--- src/hw/tcf_pkg.sv ---
// Constants, encodings and helpers of the text command frame parser.
// Assumes one clock domain and 8-bit characters on both streams.
// How it works
// - Each accepted command frame produces exactly one response frame.
// - After reset an announcement frame goes out before any command.
// - Protocol characters compare exactly, case distinct; hex digits of tag and check accept either case.
// - Frame is brace, name, optional tag, arguments, optional check, brace.
// - A two-digit tag from 01 to FF is echoed in the response.
// - Each argument follows a comma; quoted arguments may hold punctuation.
// - Quoted escapes map r, n, t, backslash; others drop the backslash.
// - Command check is XOR of characters between brace and bar, two hex.
// - Check mismatch answers with error code 3.
// - Badly formed frames answer with an error response, not a normal one.
// - Response is bracket, optional tag, equals or bang, value, optional check.
// - Response value is cut at 4096 characters.
// - Response ends with right bracket, carriage return, line feed.
// - Response check appears only when the command carried one.
// - Response check is XOR of characters between bracket and bar.
// - Syntax error is code 1; too few arguments code 2 from executor.
package tcf_pkg;
   localparam logic [7:0] CH_LBRACE = 8'h7b;
   localparam logic [7:0] CH_RBRACE = 8'h7d;
   localparam logic [7:0] CH_LBRK   = 8'h5b;
   localparam logic [7:0] CH_RBRK   = 8'h5d;
   localparam logic [7:0] CH_HASH   = 8'h23;
   localparam logic [7:0] CH_COMMA  = 8'h2c;
   localparam logic [7:0] CH_BAR    = 8'h7c;
   localparam logic [7:0] CH_QUOTE  = 8'h22;
   localparam logic [7:0] CH_BSL    = 8'h5c;
   localparam logic [7:0] CH_EQ     = 8'h3d;
   localparam logic [7:0] CH_BANG   = 8'h21;
   localparam logic [7:0] CH_GT     = 8'h3e;
   localparam logic [7:0] CH_CR     = 8'h0d;
   localparam logic [7:0] CH_LF     = 8'h0a;
   localparam logic [7:0] CH_TAB    = 8'h09;
   localparam logic [7:0] CH_SP     = 8'h20;
   localparam logic [7:0] CH_R      = 8'h72;
   localparam logic [7:0] CH_N      = 8'h6e;
   localparam logic [7:0] CH_T      = 8'h74;
   localparam logic [7:0] ERR_SYNTAX = 8'h31;
   localparam logic [7:0] ERR_CHECK  = 8'h33;
   localparam logic [12:0] VALUE_MAX = 13'h1000;
   localparam int FIFO_DEPTH = 4;
   localparam int CHAR_W     = 8;
   // Announcement text, last character in the top byte
   localparam logic [39:0] ANN_TEXT = 40'h7964616552;
   localparam logic [2:0]  ANN_LAST = 3'h4;
   localparam logic [1:0] KIND_NAME = 2'h0;
   localparam logic [1:0] KIND_ARG  = 2'h1;
   localparam logic [1:0] KIND_SEP  = 2'h2;

   typedef enum logic [13:0] {
      P_IDLE = 14'h0001, P_NAME0 = 14'h0002, P_NAME = 14'h0004,
      P_TAG1 = 14'h0008, P_TAG2 = 14'h0010, P_POST = 14'h0020,
      P_ARG0 = 14'h0040, P_ARG = 14'h0080, P_QUOTE = 14'h0100,
      P_ESC = 14'h0200, P_CK1 = 14'h0400, P_CK2 = 14'h0800,
      P_CKEND = 14'h1000, P_BAD = 14'h2000
   } tcf_pstate_e;

   typedef enum logic [11:0] {
      E_OPEN = 12'h001, E_HASH = 12'h002, E_TAGH = 12'h004,
      E_TAGL = 12'h008, E_TYPE = 12'h010, E_VAL = 12'h020,
      E_BAR = 12'h040, E_CKH = 12'h080, E_CKL = 12'h100,
      E_CLOSE = 12'h200, E_CR = 12'h400, E_LF = 12'h800
   } tcf_step_e;

   typedef enum logic [2:0] {
      PH_ANN = 3'h1, PH_PARSE = 3'h2, PH_RESP = 3'h4
   } tcf_phase_e;

   // Returns {ok, nibble}
   function automatic logic [4:0] tcf_hex_val(input logic [7:0] c);
      if (c >= 8'h30 && c <= 8'h39) return {1'b1, c[3:0]};
      if ((c >= 8'h41 && c <= 8'h46) || (c >= 8'h61 && c <= 8'h66))
         return {1'b1, c[3:0] + 4'h9};
      return 5'h00;
   endfunction

   function automatic logic [7:0] tcf_hex_char(input logic [3:0] n);
      return (n < 4'ha) ? {4'h3, n} : {4'h4, n - 4'h9};
   endfunction
endpackage

--- src/hw/tcf_parser.sv ---
// Command frame parser, response framer and output FIFO.
// Assumes rx and tx character streams on the same clock as the block.
// ----------------------------------------------------------------
// Shift-register FIFO, head word always in a flip-flop
// ----------------------------------------------------------------
module tcf_fifo #(
   parameter int WIDTH = 8,
   parameter int DEPTH = 4
) (
   input  wire logic             clock,
   input  wire logic             reset_n,
   input  wire logic [WIDTH-1:0] in_data,
   input  wire logic             in_valid,
   output logic                  in_ready,
   output logic      [WIDTH-1:0] out_data,
   output logic                  out_valid,
   input  wire logic             out_ready
);
   logic [DEPTH*WIDTH-1:0] mem_reg;
   logic [DEPTH*WIDTH-1:0] mem_shift;
   logic [DEPTH*WIDTH-1:0] mem_next;
   logic [DEPTH-1:0]       vld_reg;
   logic [DEPTH-1:0]       vld_shift;
   logic [DEPTH-1:0]       vld_next;
   logic [DEPTH-1:0]       wr_sel;
   wire                    pop  = out_valid && out_ready;
   wire                    push = in_valid && in_ready;

   assign in_ready  = !vld_reg[DEPTH-1];
   assign out_valid = vld_reg[0];
   assign out_data  = mem_reg[WIDTH-1:0];
   assign vld_shift = pop ? {1'b0, vld_reg[DEPTH-1:1]} : vld_reg;
   assign vld_next  = push ? {vld_shift[DEPTH-2:0], 1'b1} : vld_shift;
   assign wr_sel    = {vld_shift[DEPTH-2:0], 1'b1} & ~vld_shift;
   assign mem_shift = pop ? {{WIDTH{1'b0}}, mem_reg[DEPTH*WIDTH-1:WIDTH]}
                          : mem_reg;

   always_comb begin
      mem_next = mem_shift;
      for (int i = 0; i < DEPTH; i++) begin
         if (push && wr_sel[i]) mem_next[i*WIDTH +: WIDTH] = in_data;
      end
   end

   always_ff @(posedge clock or negedge reset_n) begin
      if (!reset_n) begin
         mem_reg <= '0;
         vld_reg <= '0;
      end else begin
         mem_reg <= mem_next;
         vld_reg <= vld_next;
      end
   end
endmodule

// ----------------------------------------------------------------
// Top: parser, response framer
// ----------------------------------------------------------------
module tcf_parser (
   input  wire logic       clock,
   input  wire logic       reset_n,
   input  wire logic [7:0] rx_data,
   input  wire logic       rx_valid,
   output logic            rx_ready,
   output logic            cmd_start,
   output logic            cmd_valid,
   output logic [7:0]      cmd_data,
   output logic [1:0]      cmd_kind,
   output logic            cmd_go,
   input  wire logic [7:0] ans_data,
   input  wire logic       ans_valid,
   input  wire logic       ans_error,
   input  wire logic       ans_last,
   output logic            ans_ready,
   output logic [7:0]      tx_data,
   output logic            tx_valid,
   input  wire logic       tx_ready
);
   import tcf_pkg::*;

   tcf_pstate_e pstate_reg, p_next;
   tcf_step_e   step_reg, s_next, s_to;
   tcf_phase_e  phase_reg, ph_next;
   logic [7:0]  xor_reg, tag_reg, ck_reg, rxor_reg, code_reg;
   logic        has_tag_reg, has_ck_reg, src_int_reg;
   logic [12:0] vcount_reg;
   logic        rx_ready_reg, ans_ready_reg;
   logic        cmd_start_reg, cmd_valid_reg, cmd_go_reg;
   logic [7:0]  cmd_data_reg, fdata, e_char;
   logic [1:0]  cmd_kind_reg, fkind;
   logic        fwd, bad, tail, end_good, end_err1, end_chk;
   logic        tag_hi, tag_lo, ck_hi, ck_lo;
   logic        go, last, e_push, e_done, f_rdy;

   wire [7:0] c        = rx_data;
   wire       rx_take  = rx_valid && rx_ready_reg;
   wire [4:0] hx       = tcf_hex_val(c);
   wire       hx_ok    = hx[4];
   wire       is_sep   = c == CH_COMMA;
   wire       is_bar   = c == CH_BAR;
   wire       is_end   = c == CH_RBRACE;
   wire       tail_ch  = is_sep || is_bar || is_end;
   wire       quoted   = pstate_reg == P_QUOTE || pstate_reg == P_ESC;
   wire       restart  = c == CH_LBRACE && !quoted;
   wire [7:0] esc_char = c == CH_R ? CH_CR : c == CH_N ? CH_LF
                       : c == CH_T ? CH_TAB : c;
   wire       ck_ok    = ck_reg == xor_reg;
   wire       frame_good = end_good || (end_chk && ck_ok);
   wire       frame_bad  = end_err1 || (end_chk && !ck_ok);
   wire       frame_end  = frame_good || frame_bad;
   wire       xor_on   = rx_take && !restart && p_next != P_CK1 &&
                         (pstate_reg & (P_IDLE | P_CK1 | P_CK2 | P_CKEND))
                         == 14'h0000;
   wire       ann      = phase_reg == PH_ANN;
   wire       ans_take = ans_valid && ans_ready_reg;
   wire       exec_val = step_reg == E_VAL && !ann && !src_int_reg;
   wire       vlimit   = vcount_reg == VALUE_MAX;
   wire       drop     = exec_val && vlimit;
   wire       rx_step  = (step_reg & (E_HASH | E_TAGH | E_TAGL | E_TYPE
                         | E_VAL)) != 12'h000;
   wire [7:0] ann_char = ANN_TEXT[vcount_reg[2:0]*8 +: 8];

   // ----------------------------------------------------------------
   // Parser next state
   // ----------------------------------------------------------------
   always_comb begin
      p_next = pstate_reg;
      fwd = 1'b0;
      fkind = KIND_NAME;
      fdata = c;
      bad = 1'b0;
      tail = 1'b0;
      end_good = 1'b0;
      end_err1 = 1'b0;
      end_chk = 1'b0;
      tag_hi = 1'b0;
      tag_lo = 1'b0;
      ck_hi = 1'b0;
      ck_lo = 1'b0;
      if (rx_take && restart) begin
         p_next = P_NAME0;
      end else if (rx_take) begin
         case (pstate_reg)
            P_IDLE: p_next = P_IDLE;
            P_NAME0: begin
               if (tail_ch || c == CH_HASH || c == CH_SP || c == CH_QUOTE)
                  bad = 1'b1;
               else begin
                  fwd = 1'b1;
                  p_next = P_NAME;
               end
            end
            P_NAME: begin
               if (tail_ch) tail = 1'b1;
               else if (c == CH_HASH) p_next = P_TAG1;
               else if (c == CH_SP || c == CH_QUOTE) bad = 1'b1;
               else fwd = 1'b1;
            end
            P_TAG1: begin
               tag_hi = hx_ok;
               p_next = P_TAG2;
               bad = !hx_ok;
            end
            P_TAG2: begin
               tag_lo = hx_ok && {tag_reg[7:4], hx[3:0]} != 8'h00;
               p_next = P_POST;
               bad = !tag_lo;
            end
            P_POST: begin
               tail = tail_ch;
               bad = !tail_ch;
            end
            P_ARG0, P_ARG: begin
               if (tail_ch) tail = 1'b1;
               else if (c == CH_QUOTE && pstate_reg == P_ARG0)
                  p_next = P_QUOTE;
               else if (c == CH_SP || c == CH_HASH || c == CH_QUOTE)
                  bad = 1'b1;
               else begin
                  fwd = 1'b1;
                  fkind = KIND_ARG;
                  p_next = P_ARG;
               end
            end
            P_QUOTE: begin
               if (c == CH_QUOTE) p_next = P_POST;
               else if (c == CH_BSL) p_next = P_ESC;
               else begin
                  fwd = 1'b1;
                  fkind = KIND_ARG;
               end
            end
            P_ESC: begin
               fwd = 1'b1;
               fkind = KIND_ARG;
               fdata = esc_char;
               p_next = P_QUOTE;
            end
            P_CK1: begin
               ck_hi = hx_ok;
               p_next = P_CK2;
               bad = !hx_ok;
            end
            P_CK2: begin
               ck_lo = hx_ok;
               p_next = P_CKEND;
               bad = !hx_ok;
            end
            P_CKEND: begin
               end_chk = is_end;
               bad = !is_end;
            end
            P_BAD: bad = 1'b1;
            default: p_next = P_IDLE;
         endcase
         if (tail) begin
            if (is_sep) begin
               fwd = 1'b1;
               fkind = KIND_SEP;
               p_next = P_ARG0;
            end else if (is_bar) p_next = P_CK1;
            else end_good = 1'b1;
         end
         if (bad) begin
            if (is_end) end_err1 = 1'b1;
            else p_next = P_BAD;
         end
         if (end_good || end_err1 || end_chk) p_next = P_IDLE;
      end
   end

   // ----------------------------------------------------------------
   // Response and announcement framer
   // ----------------------------------------------------------------
   always_comb begin
      s_to = step_reg;
      go = f_rdy;
      last = 1'b1;
      e_char = CH_LBRK;
      case (step_reg)
         E_OPEN: s_to = (has_tag_reg && !ann) ? E_HASH : E_TYPE;
         E_HASH: begin
            e_char = CH_HASH;
            s_to = E_TAGH;
         end
         E_TAGH: begin
            e_char = tcf_hex_char(tag_reg[7:4]);
            s_to = E_TAGL;
         end
         E_TAGL: begin
            e_char = tcf_hex_char(tag_reg[3:0]);
            s_to = E_TYPE;
         end
         E_TYPE: begin
            e_char = ann ? CH_GT : (src_int_reg || ans_error) ? CH_BANG
                   : CH_EQ;
            go = f_rdy && (ann || src_int_reg || ans_valid);
            s_to = E_VAL;
         end
         E_VAL: begin
            if (ann) begin
               e_char = ann_char;
               last = vcount_reg[2:0] == ANN_LAST;
            end else if (src_int_reg) e_char = code_reg;
            else begin
               e_char = ans_data;
               go = ans_take;
               last = ans_last;
            end
            s_to = !last ? E_VAL
                 : (has_ck_reg && !ann) ? E_BAR : E_CLOSE;
         end
         E_BAR: begin
            e_char = CH_BAR;
            s_to = E_CKH;
         end
         E_CKH: begin
            e_char = tcf_hex_char(rxor_reg[7:4]);
            s_to = E_CKL;
         end
         E_CKL: begin
            e_char = tcf_hex_char(rxor_reg[3:0]);
            s_to = E_CLOSE;
         end
         E_CLOSE: begin
            e_char = CH_RBRK;
            s_to = E_CR;
         end
         E_CR: begin
            e_char = CH_CR;
            s_to = E_LF;
         end
         E_LF: begin
            e_char = CH_LF;
            s_to = E_OPEN;
         end
         default: s_to = E_OPEN;
      endcase
      go = go && !(phase_reg == PH_PARSE);
      e_push = go && !drop;
      s_next = go ? s_to : step_reg;
      e_done = go && step_reg == E_LF;
   end

   always_comb begin
      ph_next = phase_reg;
      case (phase_reg)
         PH_ANN: if (e_done) ph_next = PH_PARSE;
         PH_PARSE: if (frame_end) ph_next = PH_RESP;
         PH_RESP: if (e_done) ph_next = PH_PARSE;
         default: ph_next = PH_ANN;
      endcase
   end

   // ----------------------------------------------------------------
   // State registers
   // ----------------------------------------------------------------
   always_ff @(posedge clock or negedge reset_n) begin
      if (!reset_n) begin
         pstate_reg <= P_IDLE;
         xor_reg <= 8'h00;
         tag_reg <= 8'h00;
         ck_reg <= 8'h00;
         has_tag_reg <= 1'b0;
         has_ck_reg <= 1'b0;
      end else begin
         pstate_reg <= p_next;
         if (rx_take && restart) xor_reg <= 8'h00;
         else if (xor_on) xor_reg <= xor_reg ^ c;
         if (tag_hi) tag_reg[7:4] <= hx[3:0];
         if (tag_lo) tag_reg[3:0] <= hx[3:0];
         if (ck_hi) ck_reg[7:4] <= hx[3:0];
         if (ck_lo) ck_reg[3:0] <= hx[3:0];
         if (rx_take && restart) has_tag_reg <= 1'b0;
         else if (tag_lo) has_tag_reg <= 1'b1;
         if (rx_take && restart) has_ck_reg <= 1'b0;
         else if (tail && is_bar) has_ck_reg <= 1'b1;
      end
   end

   always_ff @(posedge clock or negedge reset_n) begin
      if (!reset_n) begin
         phase_reg <= PH_ANN;
         step_reg <= E_OPEN;
         rxor_reg <= 8'h00;
         vcount_reg <= 13'h0000;
         src_int_reg <= 1'b0;
         code_reg <= ERR_SYNTAX;
      end else begin
         phase_reg <= ph_next;
         step_reg <= s_next;
         if (go && step_reg == E_OPEN) rxor_reg <= 8'h00;
         else if (e_push && rx_step) rxor_reg <= rxor_reg ^ e_char;
         if (go && step_reg == E_OPEN) vcount_reg <= 13'h0000;
         else if (go && step_reg == E_VAL && !vlimit)
            vcount_reg <= vcount_reg + 13'h0001;
         if (frame_end) src_int_reg <= frame_bad;
         if (frame_end) code_reg <= end_err1 ? ERR_SYNTAX : ERR_CHECK;
      end
   end

   always_ff @(posedge clock or negedge reset_n) begin
      if (!reset_n) begin
         rx_ready_reg <= 1'b0;
         ans_ready_reg <= 1'b0;
         cmd_start_reg <= 1'b0;
         cmd_valid_reg <= 1'b0;
         cmd_data_reg <= 8'h00;
         cmd_kind_reg <= KIND_NAME;
         cmd_go_reg <= 1'b0;
      end else begin
         rx_ready_reg <= ph_next == PH_PARSE;
         // One free FIFO slot is certain when ready rises
         ans_ready_reg <= ph_next == PH_RESP && s_next == E_VAL &&
                          !src_int_reg && !ans_take && !e_push && f_rdy;
         cmd_start_reg <= rx_take && restart;
         cmd_valid_reg <= fwd;
         cmd_data_reg <= fdata;
         cmd_kind_reg <= fkind;
         cmd_go_reg <= frame_good;
      end
   end

   assign rx_ready  = rx_ready_reg;
   assign ans_ready = ans_ready_reg;
   assign cmd_start = cmd_start_reg;
   assign cmd_valid = cmd_valid_reg;
   assign cmd_data  = cmd_data_reg;
   assign cmd_kind  = cmd_kind_reg;
   assign cmd_go    = cmd_go_reg;

   tcf_fifo #(.WIDTH(CHAR_W), .DEPTH(FIFO_DEPTH)) u_fifo (
      .clock     (clock),
      .reset_n   (reset_n),
      .in_data   (e_char),
      .in_valid  (e_push),
      .in_ready  (f_rdy),
      .out_data  (tx_data),
      .out_valid (tx_valid),
      .out_ready (tx_ready)
   );
endmodule

--- config.mk ---
export PLATFORM = sky130hd
export DESIGN_NAME = tcf_parser
export DESIGN_NICKNAME = d
export VERILOG_FILES = /design/src/hw/tcf_pkg.sv /design/src/hw/tcf_parser.sv
export SDC_FILE = /design/constraint.sdc
export NUM_CORES = 1
export LEC_CHECK = 0
export CAP_MARGIN = 10
export CORE_MARGIN = 2
export CORE_UTILIZATION = 40
export CTS_CLUSTER_DIAMETER = 150
export DETAILED_ROUTE_END_ITERATION = 12
export DONT_BUFFER_PORTS = 1
export PLACE_DENSITY_LB_ADDON = 0.2
export SLEW_MARGIN = 20
export SYNTH_ARGS = -nofsm -noshare
export SYNTH_HDL_FRONTEND = slang
export SYNTH_SLANG_ARGS = --single-unit
export TNS_END_PERCENT = 50
--- constraint.sdc ---
create_clock -name clock -period 2.5 [get_ports clock]
set_clock_uncertainty 0.1 [all_clocks]
set_input_delay 0.5 -clock clock [delete_from_list [all_inputs] [get_ports clock]]
set_output_delay 0.5 -clock clock [all_outputs]
set_load 0.02 [all_outputs]
==> flow_summary_export.csv <==
group,metric,value,unit
status,run_status,"complete, but fails checks",
status,violations,"hold timing, setup timing",
run,timing.max_cap.violations,0,
worst_setup_path,slowest_stage,"dfrtp_1",
yosys,synthFlopType,"dfrtp_1",
final_layout,drive_gt1_share,36.6,%
routing,via_per_inst,5.57,
global_route,grt_pass1_vias,7608,
yosys,syn_avg_cell_area,8.98,µm²
routing,drtPass1Iterations,5,
sta,setup_ws,-0.0642,ns
clock_tree,cts-buffers-inserted,17,
placed_design,port_buffers,0,
placed_design,dp_cells,1322,
yosys,syn_inst,916,
clock_tree,path_clk_slew,0.07,ns
placed_design,pre_cts_ws,-0.262,ns
worst_setup_path,worstRegToRegCells,10,
worst_setup_path,endpoint,"rxor_reg[6]",
die,boundaryPins,47,
yosys,synth_edf_count,0,
worst_setup_path,start_kind,"register",
sta,whs,-0.334,ns
clock_tree,h-tree-depth,4,
yosys,synthesis.area,8230,µm²
sta,setup-tns-final,-0.726,ns
pwr,peakVddDrop,568,µV
worst_setup_path,critPathKind,"register to register",
die,die-area,21700,µm²
clock_tree,holdBufCountCts,1,
sta,slew_violations,0,
die,initial_core_util,40.7,%
die,die_w,147,µm
worst_setup_path,slowest_delay,0.42,ns
clock_tree,cts_tree,"done",
worst_setup_path,cp.arrival,2.81,ns
placed_design,gp_congestion,0.986,
die,die_h,147,µm
routing,wl_per_cell,17.9,µm
die,core,20200,µm²
global_route,grt_max_degree,130,
sta,max_freq,0.390,GHz
final_layout,multi_input_area,5170,µm²
final_layout,largest_reg_flops,32,
pwr,power_leakage,4.98,nW
worst_setup_path,worstPathMaxFanout,8,
die,row_count,52,
pwr,powerDensity,763,nW/µm²
routing,drtIter0Drc,559,
global_route,grt_usage,23.2,%
sta,max-slew-margin-rel,61.7,%
worst_setup_path,regToRegStartpoint,"step_reg[3]",
global_route,grt_pass1_wl,40.0,mm
clock_tree,cts_root_buffer,"clkbuf_16",
sta,hold_viol_final,129,
global_route,antenna_found_initial,0,
final_layout,layout_commonest_cell,"buf_4",
worst_setup_path,cp-end-kind,"register",
worst_setup_path,cp.required,2.75,ns
sta,final-setup-viol-count,39,
worst_setup_path,r2r-end,"rxor_reg[6]",
sta,tightest_slew,0.569,ns
yosys,yosysSeqAreaShare,39.3,%
clock_tree,clk_latency,0.42,ns
sta,period_share,103,%
final_layout,num_antenna_cells,0,
worst_setup_path,crit_chain,"nor4_4 -> buf_6 -> nand4_1 -> buf_4 -> buf_6 -> o22ai_4 -> a211o_1 -> nor3_4 -> or3_1 -> a21oi_2",
routing,drcViolationCount,0,
routing,totalWireLength,24.8,mm
sta,rsz0062_at_grt,"yes",
routing,antenna_left,0,
final_layout,fill_cells,1821,
routing,vias,7701,
clock_tree,clock-sinks,129,
worst_setup_path,r2r_slack,-0.06,ns
yosys,synth.net_count,952,
placed_design,dp_hpwl,17.9,mm
global_route,grt_overflow,0,
yosys,synth_cell_types,87,
final_layout,area_growth,37.6,%
final_layout,final_cell_mix,"203 x buf_4, 122 x dfrtp_1, 79 x nand2_1",
hold_path,hold_class,"primary input to asynchronous set/reset pin",
yosys,async_flop_share,100,%
clock_tree,clk_path_buf_depth,2,
final_layout,final_nets,1136,
worst_setup_path,critical_path.most_common_cell,"buf_6",
worst_setup_path,critPathLaunch,"step_reg[3]",
final_layout,register_area,3240,µm²
yosys,yosys_warnings,0,
pwr,total_power,8.63,mW
final_layout,instances_no_fill,1383,
yosys,synth-seq-cells,129,
sta,timing.final.crit_period,2.56,ns
[cell families (layout without fill, tap and decap cells)]
group                      Yosys count  after routing  synth area share (%)
muxes                               68             68                  8.52
xor gates and xnor gates            33             33                  3.51
buffers and inverters               89            285                  4.99
adders and majority gates           13             13                  1.98
DFF                                129            129                  39.3
AOI/OAI and AO/OA                  202            202                  15.6
and+or+nand+nor                    382            383                  26.1
[power by group]
group	leakage [nW]	switching (mW)	internal [mW]
clock	0.298	1.13	1.44
sequential	1.67	0.348	2.41
combinational	3.01	1.67	1.63
[metrics by stage]
stage               cell area [µm²]  util [%]
floorplan                      8430         -
global placement               9920      49.0
detailed placement             9920      49.0
CTS                           10800      53.5
global route                  11300      55.9
finish                        11300      55.9
[metal layers]
layer	vias to the layer above	GRT usage, %	wire, µm
li1	3726	-	-
met1	3743	29.9	10900
met2	193	39.2	12200
met3	39	5.19	1170
met4	0	6.68	447
met5	-	0	0
[worst min path at each step]
stage / from / to / slack, ns / cells after the start
2_1_floorplan: reset_n / ans_ready / 0.10 / 0
3_3_place_gp: reset_n / u_fifo.mem_reg[11] / 0.11 / 0
3_5_place_dp: reset_n / u_fifo.mem_reg[3] / 0.11 / 0
4_1_cts: reset_n / u_fifo.mem_reg[3] / -0.35 / 0
5_1_grt: reset_n / u_fifo.mem_reg[3] / -0.36 / 0
6_report: reset_n / u_fifo.mem_reg[3] / -0.33 / 0
[Yosys cell counts (all sizes together) (9+ instances only)]
| library cell | instances | area share, % |
|---|---|---|
| nor3 | 32 | 1.9 |
| and3 | 14 | 1.1 |
| nand2b | 9 | 0.68 |
| nor2b | 12 | 0.91 |
| nand3 | 31 | 2.0 |
| inv | 26 | 1.2 |
| xnor2 | 9 | 0.96 |
| mux2i | 52 | 6.3 |
| a21oi | 47 | 2.9 |
| nand4 | 24 | 2.2 |
| dfrtp | 126 | 38 |
| nor2 | 74 | 3.6 |
| nor4 | 24 | 2.5 |
| or3 | 21 | 1.6 |
| mux2 | 16 | 2.2 |
| buf | 28 | 2.2 |
| o21ai | 78 | 5.1 |
| and2 | 9 | 0.68 |
| xor2 | 24 | 2.6 |
| nor4b | 11 | 1.2 |
| clkbuf | 35 | 1.6 |
| nand2 | 83 | 3.8 |
| nor3b | 11 | 1.1 |
| ha | 13 | 2.0 |
[worst max-delay path, delay by kind of cell (launching register included)]
kind / cells / cell delay, ns
AO/OA/AOI/OAI: 3 / 0.42
buffers and inverters: 3 / 0.54
AND/OR/NAND/NOR: 4 / 1.01
flip-flops: 1 / 0.42
[layout make-up]
class | instances | share of cell area, %
tap | 270 | 2.98
clock inverter | 15 | 1.67
inverter | 26 | 0.962
sequential | 129 | 28.6
multi-input combinational | 699 | 45.7
timing repair buffer | 227 | 16.4
clock buffer | 17 | 3.76
[what timing repair did]
item	CTS	global route
gates cloned	0	2
hold endpoints to repair	130	129
pin swaps	25	45
gates resized for setup	54	83
buffers inserted	13	15
setup endpoints to repair	76	84
Note: power is estimated with default switching activity, not from simulation.
